===== src/design/isp_flash_regs.svh =====
// Behaviour
// - command register: address 17:16 in 7:6, oe bit 5, ce bit 4, opcode 3:0.
// - high address register gives bits 15:8 of every operation address.
// - low address register gives bits 7:0 and resets to zero.
// - a finished read leaves the fetched byte in the data register.
// - writing one to trigger bit 0 starts the selected operation.
// - while an operation runs the cpu program counter is held.
// - at completion the trigger clears itself and the cpu is released.
// - the trigger bit always reads as zero.
// - the trigger accepts writes only right after the timed-access unlock.
// - decode: erase 1/0/0010, program 1/0/0001, read 0/0/0000, standby 1/1.
// - target 00 application, 01 loader, 11 config bytes 0, 2 and 3.
// - config erase clears all config bytes; high address zero, low ignored.
// - page erase acts on a 256-byte page; address low byte is zero.
// - operations need the programming enable bit, which also starts the oscillator.
// - an illegal target for the running code sets a sticky fault flag.
`ifndef ISP_FLASH_REGS_SVH
`define ISP_FLASH_REGS_SVH

// register indices; byte address is four times the index
`define IDX_TRIGGER   8'ha4
`define IDX_ADDR_LOW  8'ha6
`define IDX_ADDR_HIGH 8'ha7
`define IDX_DATA      8'hae
`define IDX_COMMAND   8'haf
`define IDX_CHIP_CTL  8'h9f
`define IDX_KEY       8'hc7
`define IDX_IRQ_STAT  8'hb0
`define IDX_IRQ_MASK  8'hb1

// field positions
`define CMD_OE_BIT    5
`define CMD_CE_BIT    4
`define CTL_EN_BIT    0
`define CTL_LDU_BIT   5
`define CTL_FAULT_BIT 6
`define TRG_GO_BIT    0
`define IRQ_DONE_BIT  0
`define IRQ_FAULT_BIT 1

// operation codes and targets
`define OPC_ERASE     4'h2
`define OPC_PROG      4'h1
`define OPC_READ      4'h0
`define TGT_APP       2'h0
`define TGT_LOADER    2'h1
`define TGT_CONFIG    2'h3

// reset values
`define RST_ADDR_LOW  8'h00
`define RST_ADDR_HIGH 8'h00
`define RST_DATA      8'h00
`define RST_COMMAND   8'h30
`define RST_CHIP_CTL  8'h00

// unlock keys
`define KEY_FIRST     8'haa
`define KEY_SECOND    8'h55

`endif


===== src/design/isp_flash_pkg.sv =====
package isp_flash_pkg;

  // access kinds presented to the flash array
  typedef enum logic [1:0] {FL_READ, FL_PROG, FL_ERASE, FL_ERASE_CFG} flash_op_t;

  // unlock progress of the timed-access key
  typedef enum logic [1:0] {KEY_IDLE, KEY_HALF, KEY_OPEN} key_state_t;

  // flash access sequencer
  typedef enum logic [1:0] {SEQ_IDLE, SEQ_REQ, SEQ_END} seq_state_t;

endpackage


===== src/design/isp_flash_command_unit.sv =====
// The implementer's own choice: the Wishbone register port.
`timescale 1ns/1ps
`include "isp_flash_regs.svh"
module isp_flash_command_unit
  import isp_flash_pkg::*;
#(
  parameter int ADDR_W = 10
)
(
  // clock and reset
  input  wire logic                clk_sys,
  input  wire logic                arst_n,
  // wishbone slave
  input  wire logic                cyc_i,
  input  wire logic                stb_i,
  input  wire logic                we_i,
  input  wire logic [ADDR_W-1:0]   adr_i,
  input  wire logic [3:0]          sel_i,
  input  wire logic [31:0]         dat_i,
  output logic [31:0]              dat_o,
  output logic                     ack_o,
  // cpu side
  input  wire logic                codeInLoader,
  input  wire logic                codeExternal,
  output logic                     cpuHold,
  // flash array
  output logic                     flashReq,
  output isp_flash_pkg::flash_op_t flashOp,
  output logic [17:0]              flashAddr,
  output logic [7:0]               flashWdata,
  input  wire logic [7:0]          flashRdata,
  input  wire logic                flashDone,
  output logic                     oscEnable,
  // interrupt
  output logic                     irq
);

  if (ADDR_W < 10)
  begin : g_chk
    $error("ADDR_W must be at least 10");
  end

  // bus decode
  logic       ack_q;
  logic       busReq;
  logic       busWr;
  logic       busRd;
  logic       lane0;
  logic [7:0] idx;
  logic [7:0] wByte;

  assign busReq = cyc_i && stb_i && !ack_q;
  assign lane0  = sel_i[0];
  assign busWr  = busReq && we_i && lane0;
  assign busRd  = busReq && !we_i;
  assign idx    = adr_i[9:2];
  assign wByte  = dat_i[7:0];

  logic hitTrig;
  logic hitAlo;
  logic hitAhi;
  logic hitData;
  logic hitCmd;
  logic hitCtl;
  logic hitKey;
  logic hitStat;
  logic hitMask;
  logic hitAny;

  assign hitTrig = idx == `IDX_TRIGGER;
  assign hitAlo  = idx == `IDX_ADDR_LOW;
  assign hitAhi  = idx == `IDX_ADDR_HIGH;
  assign hitData = idx == `IDX_DATA;
  assign hitCmd  = idx == `IDX_COMMAND;
  assign hitCtl  = idx == `IDX_CHIP_CTL;
  assign hitKey  = idx == `IDX_KEY;
  assign hitStat = idx == `IDX_IRQ_STAT;
  assign hitMask = idx == `IDX_IRQ_MASK;
  assign hitAny  = hitTrig | hitAlo | hitAhi | hitData | hitCmd
                 | hitCtl | hitKey | hitStat | hitMask;

  // registers
  logic [7:0] addrLow_q;
  logic [7:0] addrHigh_q;
  logic [7:0] data_q;
  logic [7:0] command_q;
  logic       progEn_q;
  logic       loaderUpd_q;
  logic       fault_q;
  logic [1:0] irqStat_q;
  logic [1:0] irqMask_q;
  logic       busy_q;
  key_state_t key_q;
  key_state_t key_d;

  // timed-access unlock: any other write with byte lane 0 selected closes the window
  logic keyOpen;
  logic protWr;

  assign keyOpen = key_q == KEY_OPEN;
  assign protWr  = busWr && keyOpen && (hitTrig || hitCtl);

  always_comb
  begin
    key_d = key_q;
    if (busWr)
    begin
      if (hitKey && wByte == `KEY_FIRST)
        key_d = KEY_HALF;
      else if (hitKey && wByte == `KEY_SECOND && key_q == KEY_HALF)
        key_d = KEY_OPEN;
      else
        key_d = KEY_IDLE;
    end
  end

  // command fields
  logic [1:0] tgt;
  logic       oeCtl;
  logic       ceCtl;
  logic [3:0] opc;

  assign tgt   = command_q[7:6];
  assign oeCtl = command_q[`CMD_OE_BIT];
  assign ceCtl = command_q[`CMD_CE_BIT];
  assign opc   = command_q[3:0];

  // operation decode
  logic isErase;
  logic isProg;
  logic isRead;
  logic isWriteOp;

  assign isErase   = oeCtl && !ceCtl && opc == `OPC_ERASE;
  assign isProg    = oeCtl && !ceCtl && opc == `OPC_PROG;
  assign isRead    = !oeCtl && !ceCtl && opc == `OPC_READ;
  assign isWriteOp = isErase || isProg;

  // config bytes live at 0, 2 and 3 only
  logic cfgAddrOk;
  logic cfgEraseOk;

  assign cfgAddrOk  = addrHigh_q == 8'h00
                    && (addrLow_q == 8'h00 || addrLow_q == 8'h02 || addrLow_q == 8'h03);
  assign cfgEraseOk = addrHigh_q == 8'h00;

  // access legality against the running code region
  logic tgtApp;
  logic tgtLdr;
  logic tgtCfg;
  logic illegal;

  assign tgtApp  = tgt == `TGT_APP;
  assign tgtLdr  = tgt == `TGT_LOADER;
  assign tgtCfg  = tgt == `TGT_CONFIG;
  assign illegal = codeExternal
                 || ((isWriteOp || isRead) && !tgtApp && !tgtLdr && !tgtCfg)
                 || (tgtApp && isWriteOp && !codeInLoader)
                 || (tgtLdr && isWriteOp && !codeInLoader && !loaderUpd_q)
                 || (tgtLdr && isWriteOp && codeInLoader)
                 || (tgtCfg && (isWriteOp || isRead) && !codeInLoader)
                 || (tgtCfg && isErase && !cfgEraseOk)
                 || (tgtCfg && (isProg || isRead) && !cfgAddrOk);

  // a launch is a protected one written to the go bit while idle and enabled
  logic goWr;
  logic launch;
  logic realOp;
  logic quickEnd;

  assign goWr     = protWr && hitTrig && wByte[`TRG_GO_BIT];
  assign launch   = goWr && !busy_q && progEn_q;
  assign realOp   = launch && !illegal && (isErase || isProg || isRead);
  assign quickEnd = launch && !realOp;

  // flash-side operation and address; page erase ignores the low byte
  flash_op_t  seqOp;
  logic [17:0] seqAddr;
  logic [7:0]  lowEff;

  assign seqOp   = isRead ? FL_READ
                 : isProg ? FL_PROG
                 : tgtCfg ? FL_ERASE_CFG : FL_ERASE;
  assign lowEff  = isErase ? 8'h00 : addrLow_q;
  assign seqAddr = {tgt, addrHigh_q, lowEff};

  logic [7:0] seqRdata;
  logic       seqFinished;

  isp_flash_sequencer u_seq (
    .clk_sys    (clk_sys),
    .arst_n     (arst_n),
    .start      (realOp),
    .op         (seqOp),
    .addr       (seqAddr),
    .wdata      (data_q),
    .rdata      (seqRdata),
    .finished   (seqFinished),
    .flashReq   (flashReq),
    .flashOp    (flashOp),
    .flashAddr  (flashAddr),
    .flashWdata (flashWdata),
    .flashRdata (flashRdata),
    .flashDone  (flashDone)
  );

  // completion: real access ends on the sequencer, others one cycle after launch
  logic quickEnd_q;
  logic readPend_q;
  logic opEnd;
  logic faultSet;

  assign opEnd    = seqFinished || quickEnd_q;
  assign faultSet = launch && illegal;

  // read data for the bus
  logic [7:0] rdByte;
  logic [1:0] statNext;

  assign rdByte = hitAlo  ? addrLow_q
                : hitAhi  ? addrHigh_q
                : hitData ? data_q
                : hitCmd  ? command_q
                : hitCtl  ? {1'b0, fault_q, loaderUpd_q, 4'h0, progEn_q}
                : hitStat ? {6'h00, irqStat_q}
                : hitMask ? {6'h00, irqMask_q}
                : 8'h00; // trigger and key read zero

  // event bits; a set in the read cycle survives the clear
  logic [1:0] statEvt;
  assign statEvt  = {faultSet, opEnd};
  assign statNext = ((busRd && hitStat) ? 2'b00 : irqStat_q) | statEvt;

  // bus handshake; unmapped indices answer with zero data
  always_ff @(posedge clk_sys or negedge arst_n)
  begin
    if (!arst_n)
    begin
      ack_q <= 1'b0;
      dat_o <= 32'h00000000;
    end
    else
    begin
      ack_q <= busReq;
      if (busRd)
        dat_o <= {24'h000000, hitAny ? rdByte : 8'h00};
    end
  end

  assign ack_o = ack_q;

  always_ff @(posedge clk_sys or negedge arst_n)
  begin
    if (!arst_n)
      key_q <= KEY_IDLE;
    else
      key_q <= key_d;
  end

  // address and command registers
  always_ff @(posedge clk_sys or negedge arst_n)
  begin
    if (!arst_n)
    begin
      addrLow_q  <= `RST_ADDR_LOW;
      addrHigh_q <= `RST_ADDR_HIGH;
      command_q  <= `RST_COMMAND;
    end
    else if (busWr)
    begin
      if (hitAlo)
        addrLow_q <= wByte;
      if (hitAhi)
        addrHigh_q <= wByte;
      if (hitCmd)
        command_q <= wByte;
    end
  end

  // data register: a finished read overrides a concurrent bus write
  always_ff @(posedge clk_sys or negedge arst_n)
  begin
    if (!arst_n)
      data_q <= `RST_DATA;
    else if (seqFinished && readPend_q)
      data_q <= seqRdata;
    else if (busWr && hitData)
      data_q <= wByte;
  end

  // chip control; hardware setting the fault wins over a software clear
  always_ff @(posedge clk_sys or negedge arst_n)
  begin
    if (!arst_n)
    begin
      progEn_q    <= 1'b0;
      loaderUpd_q <= 1'b0;
      fault_q     <= 1'b0;
    end
    else
    begin
      if (protWr && hitCtl)
      begin
        progEn_q    <= wByte[`CTL_EN_BIT];
        loaderUpd_q <= wByte[`CTL_LDU_BIT];
      end
      if (faultSet)
        fault_q <= 1'b1;
      else if (protWr && hitCtl)
        fault_q <= wByte[`CTL_FAULT_BIT];
    end
  end

  // operation tracking and cpu hold
  always_ff @(posedge clk_sys or negedge arst_n)
  begin
    if (!arst_n)
    begin
      busy_q     <= 1'b0;
      quickEnd_q <= 1'b0;
      readPend_q <= 1'b0;
      cpuHold    <= 1'b0;
    end
    else
    begin
      quickEnd_q <= quickEnd;
      if (launch)
      begin
        busy_q     <= 1'b1;
        cpuHold    <= 1'b1;
        readPend_q <= realOp && isRead;
      end
      else if (opEnd)
      begin
        busy_q     <= 1'b0;
        cpuHold    <= 1'b0;
        readPend_q <= 1'b0;
      end
    end
  end

  // oscillator follows the enable bit
  always_ff @(posedge clk_sys or negedge arst_n)
  begin
    if (!arst_n)
      oscEnable <= 1'b0;
    else
      oscEnable <= progEn_q;
  end

  // interrupt status, mask and level output
  always_ff @(posedge clk_sys or negedge arst_n)
  begin
    if (!arst_n)
    begin
      irqStat_q <= 2'b00;
      irqMask_q <= 2'b00;
      irq       <= 1'b0;
    end
    else
    begin
      irqStat_q <= statNext;
      if (busWr && hitMask)
        irqMask_q <= wByte[1:0];
      irq <= |(statNext & ((busWr && hitMask) ? wByte[1:0] : irqMask_q));
    end
  end

endmodule


===== src/design/isp_flash_sequencer.sv =====
`timescale 1ns/1ps
module isp_flash_sequencer
  import isp_flash_pkg::*;
(
  // clock and reset
  input  wire logic                     clk_sys,
  input  wire logic                     arst_n,
  // launch side
  input  wire logic                     start,
  input  wire isp_flash_pkg::flash_op_t op,
  input  wire logic [17:0]              addr,
  input  wire logic [7:0]               wdata,
  output logic [7:0]                    rdata,
  output logic                          finished,
  // flash array side
  output logic                          flashReq,
  output isp_flash_pkg::flash_op_t      flashOp,
  output logic [17:0]                   flashAddr,
  output logic [7:0]                    flashWdata,
  input  wire logic [7:0]               flashRdata,
  input  wire logic                     flashDone
);

  seq_state_t state_q;
  seq_state_t state_d;

  // request held until the array reports done; cell timing is the array's job
  always_comb
  begin
    state_d = state_q;
    case (state_q)
      SEQ_IDLE: if (start) state_d = SEQ_REQ;
      SEQ_REQ:  if (flashDone) state_d = SEQ_END;
      SEQ_END:  state_d = SEQ_IDLE;
      default:  state_d = SEQ_IDLE;
    endcase
  end

  always_ff @(posedge clk_sys or negedge arst_n)
  begin
    if (!arst_n)
    begin
      state_q    <= SEQ_IDLE;
      flashReq   <= 1'b0;
      flashOp    <= FL_READ;
      flashAddr  <= 18'h00000;
      flashWdata <= 8'h00;
      rdata      <= 8'h00;
      finished   <= 1'b0;
    end
    else
    begin
      state_q  <= state_d;
      finished <= (state_q == SEQ_REQ) && flashDone;
      if (state_q == SEQ_IDLE && start)
      begin
        flashReq   <= 1'b1;
        flashOp    <= op;
        flashAddr  <= addr;
        flashWdata <= wdata;
      end
      else if (state_q == SEQ_REQ && flashDone)
      begin
        flashReq <= 1'b0;
        rdata    <= flashRdata; // captured for reads, harmless otherwise
      end
    end
  end

endmodule


===== config.mk =====
export PLATFORM = sky130hd
export DESIGN_NAME = isp_flash_command_unit
export DESIGN_NICKNAME = d
export VERILOG_FILES = /design/src/design/isp_flash_pkg.sv /design/src/design/isp_flash_command_unit.sv /design/src/design/isp_flash_sequencer.sv
export VERILOG_INCLUDE_DIRS = /design/src /design/src/design
export SDC_FILE = /design/constraint.sdc
export NUM_CORES = 1
export LEC_CHECK = 0
export BUFFER_PORTS_ARGS = -buffer_cell sky130_fd_sc_hd__buf_2
export CAP_MARGIN = 15
export CORE_UTILIZATION = 53
export CTS_CLUSTER_SIZE = 24
export DETAILED_ROUTE_END_ITERATION = 12
export GPL_TIMING_DRIVEN = 0
export HOLD_SLACK_MARGIN = 0.12
export PLACE_DENSITY = 0.86
export SYNTH_ARGS = -nofsm -noshare
export SYNTH_HDL_FRONTEND = slang
export SYNTH_SLANG_ARGS = --single-unit

===== constraint.sdc =====
create_clock -name clk_sys -period 2.6 [get_ports clk_sys]
set_input_delay 0.78 -clock clk_sys [delete_from_list [all_inputs] [get_ports clk_sys]]
set_output_delay 0.78 -clock clk_sys [all_outputs]
set_load 0.05 [all_outputs]

==> results.md, run 1 <==
* Vias in the first global route at 3376
* Synth area leaders: dfrtp_1 49%, mux2_2 11%, nand2_1 6.0%
* Status: complete, no violations
* Starting density of the core at 54.4%
* Sequential share of the synthesized area at about half
* Gr usage total at between 20% and 30%
* Unrepaired setup endpoints after global routing: false
* Max-slew violations at 0
* Arr. time, crit path at approximately 2.7 ns
* CTS tree: built
* Hold Slack at 0.331 ns
* Worst hold path class: in2async
* IO buf count at 70
* Final setup viols at 0
* Placement Cell Area at around 5300 um^2
* Pin count of the biggest net entering global routing at 69
* Fin crit share at 92.6%
* Hold buffers post-CTS at 0
* Die area at 9280 um^2
* Synth Area in Compound Gates at under 10%
* CTS root buffer: clkbuf_8
* Detailed Routing Iterations Pass 1 at 5
* Antenna-violating nets left at 0
* CORE AREA at approximately 8700 um^2
* Clock sink total at between 90 and 100
* Initial DRC count at between 100 and 150
* Fill cell count at just under 700
* R2r startpoint: command_q[1]
* Setup TNS at 0 ns
* Crit path kind: in2reg
* F_max at about 420 MHz
* DRC at 0
* Max-cap viol count at 0
* Final non-filler cell total at between 600 and 700
* Worst endpoint required time at approximately 2.9 ns
* Finished Cell Area at roughly 5500 um^2
* Num ports at roughly 130
* Post-Synth XOR/XNOR Area at less than 1%
* Number of synthesized flops with an enable pin at 0
* Clock Skew at 0.0121 ns
* Post-Synth Adder-Cell Area at 0%
* Worst slew pin tran at between 0.7 and 0.8 ns
* Grt total ovfl at 0
* P per Cell Area at 519 nW/um^2
* Cell count after placement at ~640
* R2R Path End: u_seq.flashOp[0]
* Synth Flop Type: dfrtp_1
* CP max FO at 10
* Leading area contributor after synthesis: dfrtp_1
* Setup crit end: u_seq.flashAddr[11]
* Die height at between 90 and 100 um
* Min cycle time layout at between 2 and 2.5 ns
* Hpwl dp at 8.41 mm
* Simple-gate share of the synthesized area at 16.5%
* Per-cell routed wire length at around 17 um
* Synth warn at 0
* Worst R2R Setup Slack at 0.34 ns
* Nets at approximately 600
* CP Capture Type: flip-flop
* Hold Vio Cnt, Final at 0
* Clock transition at path regs at approximately 0.1 ns
* Asr flop ratio synth at 100%
* Share of cells above drive strength 1 at 33.0%
* Rows at 34
* CP Launch Type: input pin
* Mux cell area share after synthesis at 16.5%
* Leak at a little under 3 nW
* Total Wirelength at roughly 11 mm
* Setup Fix Bufs, Post-CTS at 0
* First-pass GRT wire length at approximately 18 mm
* Power consumption at 2.88 mW
* Commonest non-fill, non-tap cell in the layout: dfrtp_1
* Cell count after synthesis at 435
* Post-cts gate resize count at 0
* Commonest cells after routing, fill and taps aside: 93 x dfrtp_1, 76 x nand2_1, 71 x buf_2, 46 x mux2_2, 26 x buf_4
* Diode count at 0
* Chip width at slightly below 100 um
* Synth top area share at about half
* Via-per-instance ratio at between 5 and 6
* Area grow syn2layout at 17.4%
* Maximum VDD drop at 369 uV
* CP startpoint: dat_i[0]
* Reg2Reg Depth at 6
* Slew Limit Headroom at 49.5%
* FF+latch count, synth at 95
* Total number of vias at 3597
* Main combinational cell family by area after synthesis: simple AND/OR/NAND/NOR gates
* Initial antenna violation count at 0
* Clk buf depth at 2
* Clock Latency Late Sink at about 0.36 ns
* Reg area at about 2400 um^2
* Cell variety after synth at 62
* Synth Cell Area at ~4700 um^2
* H-tree depth at 3
* Num CTS Buffers at 9
* GP Congestion at 0.942
* Area of the multi-input gates at approximately 2100 um^2
* Mean post-synth cell area at 10.8 um^2
how the worst min path moves through the flow:
| stage | start | end | slack, ns | cells past startpoint |
|---|---|---|---|---|
| floorplan | progEn_q | oscEnable | 0.38 | 0 |
| global placement | progEn_q | oscEnable | 0.44 | 0 |
| detailed placement | progEn_q | oscEnable | 0.44 | 0 |
| CTS | arst_n | addrLow_q[0] | 0.32 | 1 |
| global route | arst_n | addrLow_q[7] | 0.35 | 1 |
| finish | arst_n | addrLow_q[0] | 0.33 | 1 |
worst max-delay path, cell delays in order:
cell and delay [ns]:
clkbuf_1 0.40, nor4bb_1 0.37, and4_1 0.42, o211ai_2 0.18, buf_6 0.19, mux2_1 0.31
final cells by class:
class	instances	share of cell area, %
buffer	38	4.59
timing repair buffer	71	6.87
tap	108	2.44
clock buffer	10	2.30
inverter	18	1.22
sequential	95	43.0
multi-input combinational	307	38.0
clock inverter	6	1.65
logic make-up (layout without fill, tap and decap cells):
group,count (synthesis),after routing
buf+inv,56,143
xor+xnor,3,3
compound gates,62,62
flops,95,95
mux,72,72
simple gates,146,146
other cells,1,24
stage by stage:
step	utilization [%]	worst slack, ns
after floorplan	-	0.327
after detailed placement	61.3	-0.151
after CTS	63.8	0.229
after global routing	63.8	0.154
after global placement	61.0	-0.124
final	63.8	0.193
flip-flops by register name, indices dropped and copies added (netlist names), 2 cells and up:
| register | cells |
|---|---|
| u_seq.rdata | 8 |
| irqStat_q | 2 |
| u_seq.flashAddr | 18 |
| irqMask_q | 2 |
| key_q | 2 |
| command_q | 8 |
| data_q | 8 |
| addrLow_q | 8 |
| u_seq.state_q | 2 |
| u_seq.flashWdata | 8 |
| u_seq.flashOp | 2 |
| addrHigh_q | 8 |
| dat_o | 8 |
synth_stat cells (3+ instances only):
master,n
a21oi_1,5
a2bb2oi_1,3
and2_1,5
buf_4,25
clkbuf_1,8
dfrtp_1,93
inv_1,17
mux2_2,46
mux2i_1,25
nand2_1,76
nand2b_1,4
nand3_1,7
nand4_1,8
nor2_1,12
nor2b_1,6
nor3_1,3
nor4_1,3
o211ai_1,6
o21ai_0,23
o31ai_1,6
per-layer routing:
layer	global-route usage, %	vias to the layer above	wire length, um
li1	-	1693	-
met1	36.2	1729	4860
met2	41.7	149	5220
met3	3.48	26	779
met4	11.4	0	291
met5	0	-	0
power breakdown:
part / switching (mW) / internal, mW
combinational: 0.202 / 0.0876
sequential: 0.0134 / 1.50
clock: 0.528 / 0.551
total: 0.744 / 2.13
Power figures use the tool's default switching activity.
==> run 2: changes to the inputs <==
--- a/config.mk
+++ b/config.mk
@@ -14,6 +14,7 @@
 export GPL_TIMING_DRIVEN = 0
 export HOLD_SLACK_MARGIN = 0.12
 export PLACE_DENSITY = 0.86
+export REMOVE_ABC_BUFFERS = 1
 export SYNTH_ARGS = -nofsm -noshare
 export SYNTH_HDL_FRONTEND = slang
 export SYNTH_SLANG_ARGS = --single-unit
==> results.md, run 2 (synthesis gave the netlist of run 1 again) <==
* Diode count at 0
* Max reg flops at 18
* H-tree depth at 3
* Clock sink total at 95
* Commonest non-fill, non-tap cell in the layout: dfrtp_1
* Arr. time, crit path at 2.72 ns
* Clock transition at path regs at 0.09 ns
* First-pass GRT wire length at 16.8 mm
* Max-cap viol count at 0
* Die height at 96.4 um
* Reg area at 2380 um^2
* CP Launch Type: flip-flop
* Slowest-stage cell, CP: or4_4
* Vias in the first global route at approximately 3300
* Fill cell count at around 760
* Grt total ovfl at 0
* CORE AREA at 8680 um^2
* Worst endpoint required time at roughly 2.9 ns
* Sequential share of power at between 50% and 60%
* Hpwl dp at 7.81 mm
* Antenna-violating nets left at 0
* GP Congestion at approximately 0.86
* Top reg by flops: u_seq.flashAddr
* Initial DRC count at between 150 and 200
* DRC at 0
* Num CTS Buffers at 9
* Crit path kind: reg2reg
* Clk buf depth at 2
* Unrepaired setup endpoints after global routing: false
* Clock Latency Late Sink at around 0.37 ns
* Maximum VDD drop at approximately 350 uV
* Post-cts gate resize count at 0
* Worst slew pin tran at between 1 and 1.5 ns
* Finished Cell Area at 5310 um^2
* Internal Pwr Total at roughly 2 mW
* CP max FO at 22
* Area of the multi-input gates at ~2100 um^2
* Status: complete, no violations
* Hold buffers post-CTS at 0
* Min cycle time layout at ~2.5 ns
* Fin crit share at a little over nine tenths
* Placement Cell Area at 5120 um^2
* Clock Skew at around 0.016 ns
* Total number of vias at roughly 3500
* P_sw at around 0.74 mW
* Critical path cell sequence: or4_4 -> nor2_2 -> a21oi_2 -> o211ai_4 -> buf_16 -> mux2_2
* CP Capture Type: flip-flop
* Sw Ratio at 27.0%
* Leak at 2.79 nW
* Setup Fix Bufs, Post-CTS at 0
* Via-per-instance ratio at about 5.7
* CTS tree: built
* Num ports at between 100 and 150
* Worst hold path class: in2async
* Rows at 34
* Final setup viols at 0
* Area grow syn2layout at 12.6%
* F_max at a little over 400 MHz
* Chip width at ~96 um
* Die area at a little over 9000 um^2
* Clock group share of total power at between 30% and 40%
* Hold Vio Cnt, Final at 0
* Pin count of the biggest net entering global routing at 63
* Nets at roughly 570
* IO buf count at 73
* Total Wirelength at 10.5 mm
* Starting density of the core at 54.4%
* CP peak stage delay at roughly 0.57 ns
* Initial antenna violation count at 0
* Final core utilization at 61.2%
* Gr usage total at 24.4%
* Comb power frac at under 10%
* P per Cell Area at 517 nW/um^2
* Slew Limit Headroom at a little under a quarter
* Max-slew violations at 0
* Per-cell routed wire length at between 15 and 20 um
* Share of cells above drive strength 1 at a little under a third
* Commonest cells after routing, fill and taps aside: 93 x dfrtp_1, 76 x nand2_1, 72 x buf_2, 46 x mux2_2, 25 x mux2i_1
* Detailed Routing Iterations Pass 1 at 4
* CTS root buffer: clkbuf_8
## run 2: worst max-delay path, delay by kind of cell, from the launching register on
family,cells,cell delay [ns]
and+or+nand+nor,2,0.75
AOI/OAI and AO/OA,2,0.53
DFF,1,0.48
muxes,1,0.35
buffers and inverters,1,0.23
## run 2: final timing paths
kind                              startpoint                  end  slack [ns]  depth (start not counted)
worst min register to register      progEn_q            oscEnable        0.44                          0
worst max-delay path            command_q[1]  u_seq.flashAddr[13]        0.13                          6
max in group asynchronous             arst_n         command_q[5]        1.56                          2
worst max register to register  command_q[1]  u_seq.flashAddr[13]        0.13                          6
min in group clk_sys                progEn_q            oscEnable        0.44                          0
worst min-delay path                  arst_n                  irq        0.35                          1
## run 2: stage by stage
stage	TNS (ns)	power, mW	std cells	setup slack [ns]	hold WS (ns)
floorplan	-1.14	1.68	420	-0.0603	0.382
finish	0	2.75	619	0.129	0.346
global placement	-25.64	1.78	601	-0.628	0.421
CTS	0	2.76	619	0.118	0.359
detailed placement	-3.72	1.79	603	-0.172	0.442
global route	0	2.84	619	0.0291	0.384
## run 2: layout make-up
cell class,count,share of cell area (%)
clock buffer,10,2.40
clock inverter,6,1.27
inverter,18,1.27
multi-input combinational,307,39.8
sequential,95,44.8
tap,108,2.54
timing repair buffer,75,7.96
## run 2: metal layers
metal  share of wire [%]  GRT usage, %  wire length, um  vias to the layer above
met2                  48          38.1             5040                      128
li1                    -             -                -                     1630
met4                 1.9          10.3              195                        0
met5                   0             0                0                        -
met3                 6.0          3.48              636                       17
met1                  44          34.3             4660                     1747
## run 2: power groups by stage
stage                     registers, mW  logic (mW)  clock network [mW]
after floorplan                    1.54       0.139                   0
after global placement             1.54       0.245                   0
after detailed placement           1.54       0.256                   0
after CTS                          1.51       0.257               0.999
final                              1.51       0.256               0.985
after global routing               1.51       0.280                1.05
